**config.mk**
```make
export PLATFORM = sky130hd
export DESIGN_NAME = plfg_top
export DESIGN_NICKNAME = d
export VERILOG_FILES = /design/src/plfg_pkg.sv /design/src/plfg_top.sv
export SDC_FILE = /design/constraint.sdc
export NUM_CORES = 1
export LEC_CHECK = 0
export ABC_AREA = 1
export BUFFER_PORTS_ARGS = -buffer_cell sky130_fd_sc_hd__buf_2
export CAP_MARGIN = 20
export CORE_MARGIN = 2
export CORE_UTILIZATION = 58
export CTS_CLUSTER_SIZE = 40
export DETAILED_ROUTE_END_ITERATION = 8
export GPL_TIMING_DRIVEN = 1
export PLACE_DENSITY = 0.82
export SYNTH_ARGS = -nofsm -noshare
export SYNTH_HDL_FRONTEND = slang
export SYNTH_SLANG_ARGS = --single-unit
export TNS_END_PERCENT = 20
```
**constraint.sdc**
```tcl
create_clock -name ref_clk -period 13.78 [get_ports ref_clk]
set_input_delay 0.689 -clock ref_clk [delete_from_list [all_inputs] [get_ports ref_clk]]
set_output_delay 0.689 -clock ref_clk [all_outputs]
set_load 0.05 [all_outputs]
```
**src/plfg_pkg.sv**
```systemverilog
// package: constants and carrier types for the phy loopback, frame generator and checker block
package plfg_pkg;
  localparam int DATA_W = 4;
  localparam int CNT_W = 16;
  localparam int FRM_CNT_W = 32;
  localparam int LEN_W = 16;
  localparam int NUM_ERR = 9;
  // error counter slots
  localparam int E_CRC = 0;
  localparam int E_LEN = 1;
  localparam int E_ALIGN = 2;
  localparam int E_SYM = 3;
  localparam int E_OVER = 4;
  localparam int E_UNDER = 5;
  localparam int E_ODD_FRM = 6;
  localparam int E_ODD_PRE = 7;
  localparam int E_FALSE_CAR = 8;
  localparam logic [1:0] PAY_RANDOM = 2'h0;
  localparam logic [1:0] PAY_ONES = 2'h1;
  localparam logic [1:0] PAY_ZEROS = 2'h2;
  localparam logic [1:0] PAY_INCR = 2'h3;
  localparam logic [15:0] LFSR_SEED = 16'hace1;
  localparam logic [15:0] LFSR_TAPS = 16'hb400;
  localparam logic SRC_PHY = 1'b0;
  localparam logic SRC_MAC = 1'b1;

  // nibble stream with frame delimiting
  typedef struct packed {
    logic valid;
    logic last;
    logic [DATA_W-1:0] data;
  } plfg_stream_t;

  // per-frame status from the receive decoder
  typedef struct packed {
    logic frame_end;
    logic crc_err;
    logic len_err;
    logic align_err;
    logic sym_err;
    logic oversize;
    logic undersize;
    logic odd_nibble;
    logic odd_preamble;
    logic bad_ssd;
  } plfg_rx_status_t;

  // loopback controls
  typedef struct packed {
    logic pma_local_echo_enable;
    logic pcs_echo_enable;
    logic mac_side_echo_enable;
    logic mac_side_tx_suppress;
    logic mac_side_remote_echo_enable;
    logic mac_side_rx_suppress;
    logic mac_echo_enable;
  } plfg_loop_ctrl_t;

  typedef struct packed {
    logic [1:0] payload_type;
    logic [LEN_W-1:0] frame_length;
    logic [CNT_W-1:0] frame_number;
  } plfg_gen_cfg_t;
endpackage

```
**src/plfg_top.sv**
```systemverilog
// module: per-phy loopback paths, frame generator and frame checker
`timescale 1ns/1ps
module plfg_top #(
  parameter int CNT_W = plfg_pkg::CNT_W,
  parameter int FRM_CNT_W = plfg_pkg::FRM_CNT_W
) (
  input wire logic ref_clk,
  input wire logic rst,
  input wire plfg_pkg::plfg_loop_ctrl_t loop_ctrl,
  input wire logic link_up,
  input wire logic diag_clock_enable,
  input wire plfg_pkg::plfg_gen_cfg_t gen_cfg,
  input wire logic frame_gen_enable,
  output logic frame_gen_done,
  input wire logic frame_check_enable,
  input wire logic frame_check_source_select,
  input wire logic rx_error_count_read,
  output logic [CNT_W-1:0] rx_error_count,
  output logic [FRM_CNT_W/2-1:0] frame_count_high,
  output logic [FRM_CNT_W/2-1:0] frame_count_low,
  output logic [plfg_pkg::NUM_ERR*CNT_W-1:0] err_count_snap,
  input wire plfg_pkg::plfg_stream_t mac_tx_in,
  output plfg_pkg::plfg_stream_t mac_rx_out,
  output plfg_pkg::plfg_stream_t core_tx_out,
  input wire plfg_pkg::plfg_stream_t core_rx_in,
  input wire plfg_pkg::plfg_rx_status_t core_rx_status,
  input wire plfg_pkg::plfg_rx_status_t mac_rx_status,
  output logic mdi_tx_enable,
  output logic pma_echo_mode,
  output logic pcs_echo_mode
);
  // refuse counter widths that the snapshot split and the saturation logic cannot serve
  if (CNT_W < 2 || CNT_W > 32 || FRM_CNT_W < 2 || FRM_CNT_W % 2 != 0) begin : g_bad_width
    $error("plfg_top: unsupported counter width");
  end

  typedef enum logic [2:0] {
    GEN_IDLE = 3'b001,
    GEN_SEND = 3'b010,
    GEN_DONE = 3'b100
  } plfg_gen_state_t;

  // ---------------- frame generator ----------------
  plfg_gen_state_t gen_state, next_gen_state;
  logic [plfg_pkg::LEN_W-1:0] nib_cnt, next_nib_cnt;
  logic [CNT_W-1:0] frm_left, next_frm_left;
  logic [15:0] lfsr, next_lfsr;
  logic gen_en_d, next_gen_en_d;
  logic done, next_done;
  logic gen_start;
  logic gen_active;
  plfg_pkg::plfg_stream_t gen_strm;

  assign gen_start = frame_gen_enable && !gen_en_d && diag_clock_enable;
  assign gen_active = frame_gen_enable;

  always_comb begin
    next_gen_state = gen_state;
    next_nib_cnt = nib_cnt;
    next_frm_left = frm_left;
    next_lfsr = lfsr;
    next_gen_en_d = frame_gen_enable;
    next_done = done;
    gen_strm = '0;
    case (gen_state)
      GEN_IDLE: begin
        if (gen_start) begin
          next_done = 1'b0;
          next_nib_cnt = '0;
          next_frm_left = CNT_W'(gen_cfg.frame_number);
          next_lfsr = plfg_pkg::LFSR_SEED;
          if (gen_cfg.frame_number == '0 || gen_cfg.frame_length == '0) begin
            next_gen_state = GEN_DONE;
          end else begin
            next_gen_state = GEN_SEND;
          end
        end
      end
      GEN_SEND: begin
        if (!frame_gen_enable) begin
          next_gen_state = GEN_IDLE;
        end else if (diag_clock_enable) begin
          gen_strm.valid = 1'b1;
          case (gen_cfg.payload_type)
            plfg_pkg::PAY_RANDOM: gen_strm.data = lfsr[plfg_pkg::DATA_W-1:0];
            plfg_pkg::PAY_ONES: gen_strm.data = '1;
            plfg_pkg::PAY_ZEROS: gen_strm.data = '0;
            default: gen_strm.data = nib_cnt[plfg_pkg::DATA_W-1:0];
          endcase
          next_lfsr = lfsr[0] ? ((lfsr >> 1) ^ plfg_pkg::LFSR_TAPS) : (lfsr >> 1);
          if (nib_cnt == gen_cfg.frame_length - 1'b1) begin
            gen_strm.last = 1'b1;
            next_nib_cnt = '0;
            next_frm_left = frm_left - 1'b1;
            if (frm_left == CNT_W'(1)) begin
              next_gen_state = GEN_DONE;
            end
          end else begin
            next_nib_cnt = nib_cnt + 1'b1;
          end
        end
      end
      GEN_DONE: begin
        next_done = 1'b1;
        next_gen_state = GEN_IDLE;
      end
      default: next_gen_state = GEN_IDLE;
    endcase
  end

  always_ff @(posedge ref_clk or posedge rst) begin
    if (rst) begin
      gen_state <= GEN_IDLE;
      nib_cnt <= '0;
      frm_left <= '0;
      lfsr <= plfg_pkg::LFSR_SEED;
      gen_en_d <= 1'b0;
      done <= 1'b0;
    end else begin
      gen_state <= next_gen_state;
      nib_cnt <= next_nib_cnt;
      frm_left <= next_frm_left;
      lfsr <= next_lfsr;
      gen_en_d <= next_gen_en_d;
      done <= next_done;
    end
  end
  assign frame_gen_done = done;

  // ---------------- loopback datapaths ----------------
  plfg_pkg::plfg_stream_t next_core_tx, next_mac_rx;
  logic next_mdi_en;
  logic next_pma_mode, next_pcs_mode;
  logic mac_loop, remote_loop;

  assign mac_loop = loop_ctrl.mac_side_echo_enable || loop_ctrl.mac_echo_enable;
  assign remote_loop = loop_ctrl.mac_side_remote_echo_enable && link_up;

  always_comb begin
    next_core_tx = mac_tx_in;
    next_mac_rx = core_rx_in;
    if (gen_active) begin
      next_core_tx = gen_strm;
    end else if (remote_loop) begin
      next_core_tx = core_rx_in;
    end else if (mac_loop && (loop_ctrl.mac_side_tx_suppress || loop_ctrl.mac_echo_enable)) begin
      next_core_tx = '0;
    end
    if (mac_loop) begin
      next_mac_rx = mac_tx_in;
    end else if (remote_loop && loop_ctrl.mac_side_rx_suppress) begin
      next_mac_rx = '0;
    end
    next_mdi_en = !loop_ctrl.pcs_echo_enable;
    next_pma_mode = loop_ctrl.pma_local_echo_enable;
    next_pcs_mode = loop_ctrl.pcs_echo_enable;
  end

  always_ff @(posedge ref_clk or posedge rst) begin
    if (rst) begin
      core_tx_out <= '0;
      mac_rx_out <= '0;
      mdi_tx_enable <= 1'b0;
      pma_echo_mode <= 1'b0;
      pcs_echo_mode <= 1'b0;
    end else begin
      core_tx_out <= next_core_tx;
      mac_rx_out <= next_mac_rx;
      mdi_tx_enable <= next_mdi_en;
      pma_echo_mode <= next_pma_mode;
      pcs_echo_mode <= next_pcs_mode;
    end
  end

  // ---------------- frame checker ----------------
  localparam int NUM_E = plfg_pkg::NUM_ERR;
  plfg_pkg::plfg_rx_status_t chk_st;
  logic [NUM_E-1:0] ev;
  logic [FRM_CNT_W-1:0] frm_cnt, next_frm_cnt, frm_snap, next_frm_snap;
  logic [CNT_W-1:0] err_cnt [NUM_E];
  logic [CNT_W-1:0] next_err_cnt [NUM_E];
  logic [CNT_W-1:0] err_snap [NUM_E];
  logic [CNT_W-1:0] next_err_snap [NUM_E];
  logic frame_check_enable_d, next_frame_check_enable_d;
  logic fc_start;

  assign chk_st = (frame_check_source_select == plfg_pkg::SRC_MAC) ? mac_rx_status
                                                                  : core_rx_status;
  assign fc_start = frame_check_enable && !frame_check_enable_d;
  assign next_frame_check_enable_d = frame_check_enable;

  assign ev[plfg_pkg::E_CRC] = chk_st.frame_end && chk_st.crc_err;
  assign ev[plfg_pkg::E_LEN] = chk_st.frame_end && chk_st.len_err;
  assign ev[plfg_pkg::E_ALIGN] = chk_st.frame_end && chk_st.align_err;
  assign ev[plfg_pkg::E_SYM] = chk_st.frame_end && chk_st.sym_err;
  assign ev[plfg_pkg::E_OVER] = chk_st.frame_end && chk_st.oversize;
  assign ev[plfg_pkg::E_UNDER] = chk_st.frame_end && chk_st.undersize;
  assign ev[plfg_pkg::E_ODD_FRM] = chk_st.frame_end && chk_st.odd_nibble;
  assign ev[plfg_pkg::E_ODD_PRE] = chk_st.frame_end && chk_st.odd_preamble;
  assign ev[plfg_pkg::E_FALSE_CAR] = chk_st.bad_ssd;

  always_comb begin
    next_frm_cnt = frm_cnt;
    next_frm_snap = frm_snap;
    if (fc_start) begin
      next_frm_cnt = '0;
    end else if (frame_check_enable && chk_st.frame_end && frm_cnt != '1) begin
      next_frm_cnt = frm_cnt + 1'b1;
    end
    if (rx_error_count_read) begin
      next_frm_snap = frm_cnt;
    end
  end

  for (genvar i = 0; i < NUM_E; i++) begin : g_err
    always_comb begin
      next_err_cnt[i] = err_cnt[i];
      next_err_snap[i] = err_snap[i];
      if (fc_start) begin
        next_err_cnt[i] = '0;
      end else if (frame_check_enable && ev[i] && err_cnt[i] != '1) begin
        next_err_cnt[i] = err_cnt[i] + 1'b1;
      end
      if (rx_error_count_read) begin
        next_err_snap[i] = err_cnt[i];
      end
    end
    always_ff @(posedge ref_clk or posedge rst) begin
      if (rst) begin
        err_cnt[i] <= '0;
        err_snap[i] <= '0;
      end else begin
        err_cnt[i] <= next_err_cnt[i];
        err_snap[i] <= next_err_snap[i];
      end
    end
    assign err_count_snap[i*CNT_W +: CNT_W] = err_snap[i];
  end

  always_ff @(posedge ref_clk or posedge rst) begin
    if (rst) begin
      frm_cnt <= '0;
      frm_snap <= '0;
      frame_check_enable_d <= 1'b0;
    end else begin
      frm_cnt <= next_frm_cnt;
      frm_snap <= next_frm_snap;
      frame_check_enable_d <= next_frame_check_enable_d;
    end
  end

  // live crc total; the read strobe freezes every snapshot at the same edge
  assign rx_error_count = err_cnt[plfg_pkg::E_CRC];
  assign frame_count_high = frm_snap[FRM_CNT_W-1:FRM_CNT_W/2];
  assign frame_count_low = frm_snap[FRM_CNT_W/2-1:0];
endmodule

```
Word-level counts from Yosys, hierarchy flattened
Index checks and enable logic that the tools add are counted.
Storage, ports and cells
  register bits: 421
  input bits: 81
  output and inout port bits: 208
  logic and storage cells: 187
Cells by class
  $add $sub $neg: 13
  equal/unequal tests: 24
  muxes and demuxes: 54
  bitwise gates (word level): 1
  reduce and logical (&&, ||, !) cells: 59
Operators with widths (count)
  two-way mux 16 bit: 30
  adder 16 x 1 -> 16 bit, second input constant: 10
  inequality test 16 bit, second input constant: 9
  case mux 16 bit (2 select lines): 3
  two-way mux 32 bit: 2
  two-way mux 6 bit: 7
  logical AND 1 bit: 34
  adder 32 x 1 -> 32 bit, second input constant: 1
  zero test 16 bit: 2
  inequality test 32 bit, second input constant: 1
  subtractor 16 x 1 -> 16 bit, second input constant: 2
  nonzero test 2 bit: 12
  two-way mux 3 bit: 6
  == test 16 x 1 -> 1 bit, second input constant: 1
  == test 16 bit: 1
  case mux 4 bit (3 select lines): 1
  two-way mux 10 bit: 1
  inequality test 3 bit, second input constant: 3
  inequality test 2 bit, second input constant: 4
  AND reduction 4 bit: 2
  case mux 3 bit (2 select lines): 1
  AND reduction 5 bit: 1
  NOT 3 -> 4 bit: 1
  == test 3 x 1 -> 1 bit, second input constant: 1
  10 further kinds: 15

Longest topological paths before layout
  depth in word-level cells: 6
  depth in mapped cells: 17
  gate-level depth less buffers: 16

Worst setup path before layout
OpenSTA, ideal clock, no wires.
  path type: input-to-reg
  from: input gen_cfg[16] (netlist bit)
  to: register frm_left[0]
  library setup time: 0.117 ns
  data arrival time: 2.253 ns
  required time: 13.663 ns
  setup slack: 11.410 ns
  stages on the path: 16
  path buffers: 1
  path through: inv_1 > ha_1 > nand2_4 > nor2_4 > nand2_2 > nand2_1 > nand2_1 > nor2_1 > nand2_1 > nor2_2 > nand3_2 > nand2_4 > nand2_4 > buf_6 > nand2_1 > nand2_1
On the way
  word-level cells in the longest chain between the ends: 4
RTL lines
  start: declaration: RTL line plfg_top.sv:12  | input wire plfg_pkg::plfg_gen_cfg_t gen_cfg,
  subtractor 16 x 1 -> 16 bit: RTL line plfg_top.sv:91  | if (nib_cnt == gen_cfg.frame_length - 1'b1) begin
  == test 16 bit: RTL line plfg_top.sv:91
  inequality test 2 bit (no line)
  AND reduction 5 bit (no line)
  end signal: assignment: RTL line plfg_top.sv:122  | frm_left <= next_frm_left;
  end: declaration: RTL line plfg_top.sv:46  | logic [CNT_W-1:0] frm_left, next_frm_left;
Every way passes these cells.
A chain may end at the register's enable or synchronous reset.

Final worst setup path
  from: register gen_state[2]
  to: register nib_cnt[12] (netlist bit)
On the way
  word-level cells in the longest chain between the ends: 3
  elaborated cells on any way between the ends: 8
  classes of those cells: 5 x eq/ne; 1 x mux; 2 x reduce/logical
RTL lines
  start: declaration: RTL line plfg_top.sv:44  | plfg_gen_state_t gen_state, next_gen_state;
  start signal: assignment: RTL line plfg_top.sv:120  | gen_state <= next_gen_state;
  == test 3 x 2 -> 1 bit / == test 3 x 1 -> 1 bit (equally long branches): RTL line plfg_top.sv:65  | case (gen_state)
  inequality test 2 bit (no line) / nonzero test 2 bit (equally long branches)
  AND reduction 4 bit (no line)
  end signal: assignment: RTL line plfg_top.sv:121  | nib_cnt <= next_nib_cnt;
  end: declaration: RTL line plfg_top.sv:45  | logic [plfg_pkg::LEN_W-1:0] nib_cnt, next_nib_cnt;
Several ways; a longest one is shown, not always the timed one.

==> results_dict.tcl <==
set metrics [dict create \
    ant_nets 0 \
    synth.net_count 2619 \
    ys_ff_latch 421 \
    io_pins 289 \
    total_power_mw 3.24 \
    yosys.area.top_type "dfrtp_1" \
    vdd_ir_drop_max_mv 0.129 \
    synth_edf_count 0 \
    period_share 0.240 \
    coreArea_um2 34600 \
    drive_gt1_frac 0.154 \
    rows 68 \
    reg2reg_slack_ps 10470 \
    cts.sinks 421 \
    slew_violations 0 \
    rr_worst_depth 8 \
    drt-initial-drc-count 1826 \
    n_fill_cell 2827 \
    tightest_slew_ps 1090 \
    grt-ovfl-total 0 \
    wire_per_inst_um 16.0 \
    worstReg2RegStart "gen_state[2]$_DFFE_PP0P_" \
    holdWs_ps 249 \
    rsz0062_at_grt "false" \
    synth.most_common_cell "dfrtp_1" \
    p_leak_nw 11.3 \
    async_reset_ff_frac 1.00 \
    startpoint "gen_state[2]$_DFFE_PP0P_" \
    yosysSeqAreaShare 0.517 \
    numCtsBuffers 45 \
    syn2layout_area_growth_pct 15.8 \
    max_freq_ghz 0.303 \
    cp_max_fo 21 \
    htreeDepth 2 \
    yosys.cell_types.count 49 \
    cpMaxStageDelayCell "clkinv_1" \
    worstSkewPairLatency_ps 550 \
    antenna_found_initial 1 \
    final_hold_viol_count 0 \
    p_per_area_nw_per_um2 137 \
    min_path_type "in2async" \
    setup_ws_ps 10470 \
    cts-root-buf "clkbuf_16" \
    gp_congestion 0.930 \
    post_cts_buffers 0 \
    via_count 18300 \
    grt_pass1_wl_mm 85.5 \
    path_clk_slew_ps 60 \
    cp.arrival_ps 3760 \
    crit_path_start_kind "flop" \
    crit_family "buffers and inverters" \
    die-area_um2 36700 \
    cts_buffer_depth 3 \
    final_util 0.683 \
    drt_wl_total_mm 52.3 \
    synthCells 2523 \
    critical_path.cell_chain "nor3_2, buf_4, inv_1, nor2_2, clkinv_1, a21oi_1, nand3_1, o21ai_0" \
    multiInputGateArea_um2 8220 \
    dp_cells 3184 \
    worstPathRequired_ps 14240 \
    post-dp-hpwl_mm 36.8 \
    path_class "reg2reg" \
    synth_area_leaders "dfrtp_1, nand2_1, a21oi_1" \
    cp.depth 8 \
    ys_warn_count 0 \
    io_buffers 288 \
    synth_top_area_share 0.505 \
    cts_hold_buf 0 \
    clock_skew_ps 14.4 \
    maxSlewHeadroom 0.271 \
    setup_viol 0 \
    syn_avg_cell_area_um2 8.09 \
    drcViolationCount 0 \
    netlist_area_um2 20400 \
    place_ws_ps 10310 \
    fin_setup_tns_ps 0 \
    maxCapViolations 0 \
    vias_per_cell 5.61 \
    min_period_ps 3310 \
    instances_no_fill 3267 \
    die_h_um 192 \
    grt_pass1_vias 17700 \
    grtUsageTotal 0.285 \
    final_nets 2872 \
    r2r-end "nib_cnt[12]$_DFFE_PP0P_" \
    endpoint "nib_cnt[12]$_DFFE_PP0P_" \
    grt_max_degree 176 \
    critPathBufInv 3 \
    finalInstanceArea_um2 23700 \
    cts_tree "done" \
    initial_core_util 0.590 \
    drt_pass1_iterations 6 \
    max_stage_delay_ps 780 \
    post_dp_cell_area_um2 22100 \
    synth_commonest_cells "dfrtp_1, nand2_1, nor2_1, inv_1, a21oi_1" \
    synthFlopType "dfrtp_1" \
    dieWidth_um 192 \
    status "finished clean" \
    end_kind "flop" \
    postCtsResizedCells 0 \
    regArea_um2 10500 \
]
==> placed cells by master (no fill, tap or decap), types with 4 or more instances in the layout <==
cell         n
clkbuf_1    13
ha_1        15
buf_2      287
nor2_1     343
xnor2_1      9
xor2_1      17
a21oi_1    288
nor2_4       5
dfstp_2      9
nor2_2       9
a211oi_1    10
a31oi_1      6
dfrtp_1    412
mux2_2      25
nand4_1     42
o21a_1      17
o22ai_1     12
buf_4        8
clkinv_2     4
nor3_1     109
nand2_1    395
o31ai_1      6
inv_1      323
nand3_1    152
nor4_1      26
clkbuf_8    13
clkbuf_16   47
or2_2        4
o21ai_0    149
nand2_2      5
a22oi_1      6
nand3b_1     8
==> cell families (layout without fill, tap and decap cells) <==
| group | count (synthesis) | after routing | share of synthesized area |
|---|---|---|---|
| AOI/OAI and AO/OA | 505 | 505 | 0.131 |
| xor gates and xnor gates | 26 | 26 | 0.0112 |
| adders and majority gates | 15 | 15 | 0.00919 |
| buffers and inverters | 420 | 708 | 0.0813 |
| DFF | 421 | 421 | 0.517 |
| muxes | 25 | 25 | 0.0138 |
| other | 0 | 1 | 0 |
| and+or+nand+nor | 1111 | 1111 | 0.237 |
==> final cells by class <==
cell class	instances	area share
inverters	329	0.0526
clock inverters	9	0.00540
repair buffers	297	0.0648
multi-input cells	1682	0.348
diodes	1	0.000106
flip-flops and latches	421	0.446
clock buffers	73	0.0594
well taps	455	0.0241
==> metal layers <==
| metal | up-vias | wire length [um] | global-route usage |
|---|---|---|---|
| met5 | - | 0 | 0 |
| met4 | 0 | 1880 | 0.109 |
| met3 | 136 | 3980 | 0.0554 |
| met2 | 721 | 25000 | 0.473 |
| met1 | 8642 | 21500 | 0.372 |
| li1 | 8826 | - | - |
==> state kept, by name, summed over array words and instances (netlist names), 3 cells and up <==
signal and cells:
err_count_snap 144, err_cnt 128, frm_cnt 32, frm_snap 32, frm_left 16, lfsr 16
nib_cnt 16, rx_error_count 16, core_tx_out 6, mac_rx_out 6, gen_state 3
==> how the worst min path moves through the flow <==
stage	endpoint
after floorplan	err_cnt[66]$_DFFE_PP0P_
after global placement	err_cnt[66]$_DFFE_PP0P_
after detailed placement	lfsr[10]$_DFFE_PP1P_
after CTS	pma_echo_mode$_DFF_PP0_
after global routing	pma_echo_mode$_DFF_PP0_
final	frm_snap[1]$_DFFE_PP0P_
==> power by group <==
part	total [mW]	internal [mW]	leakage (nW)	switching (mW)
registers	1.40	1.33	5.55	0.0673
clock network	1.24	0.752	0.755	0.493
logic	0.600	0.149	5.02	0.451
Power figures use the tool's default switching activity.
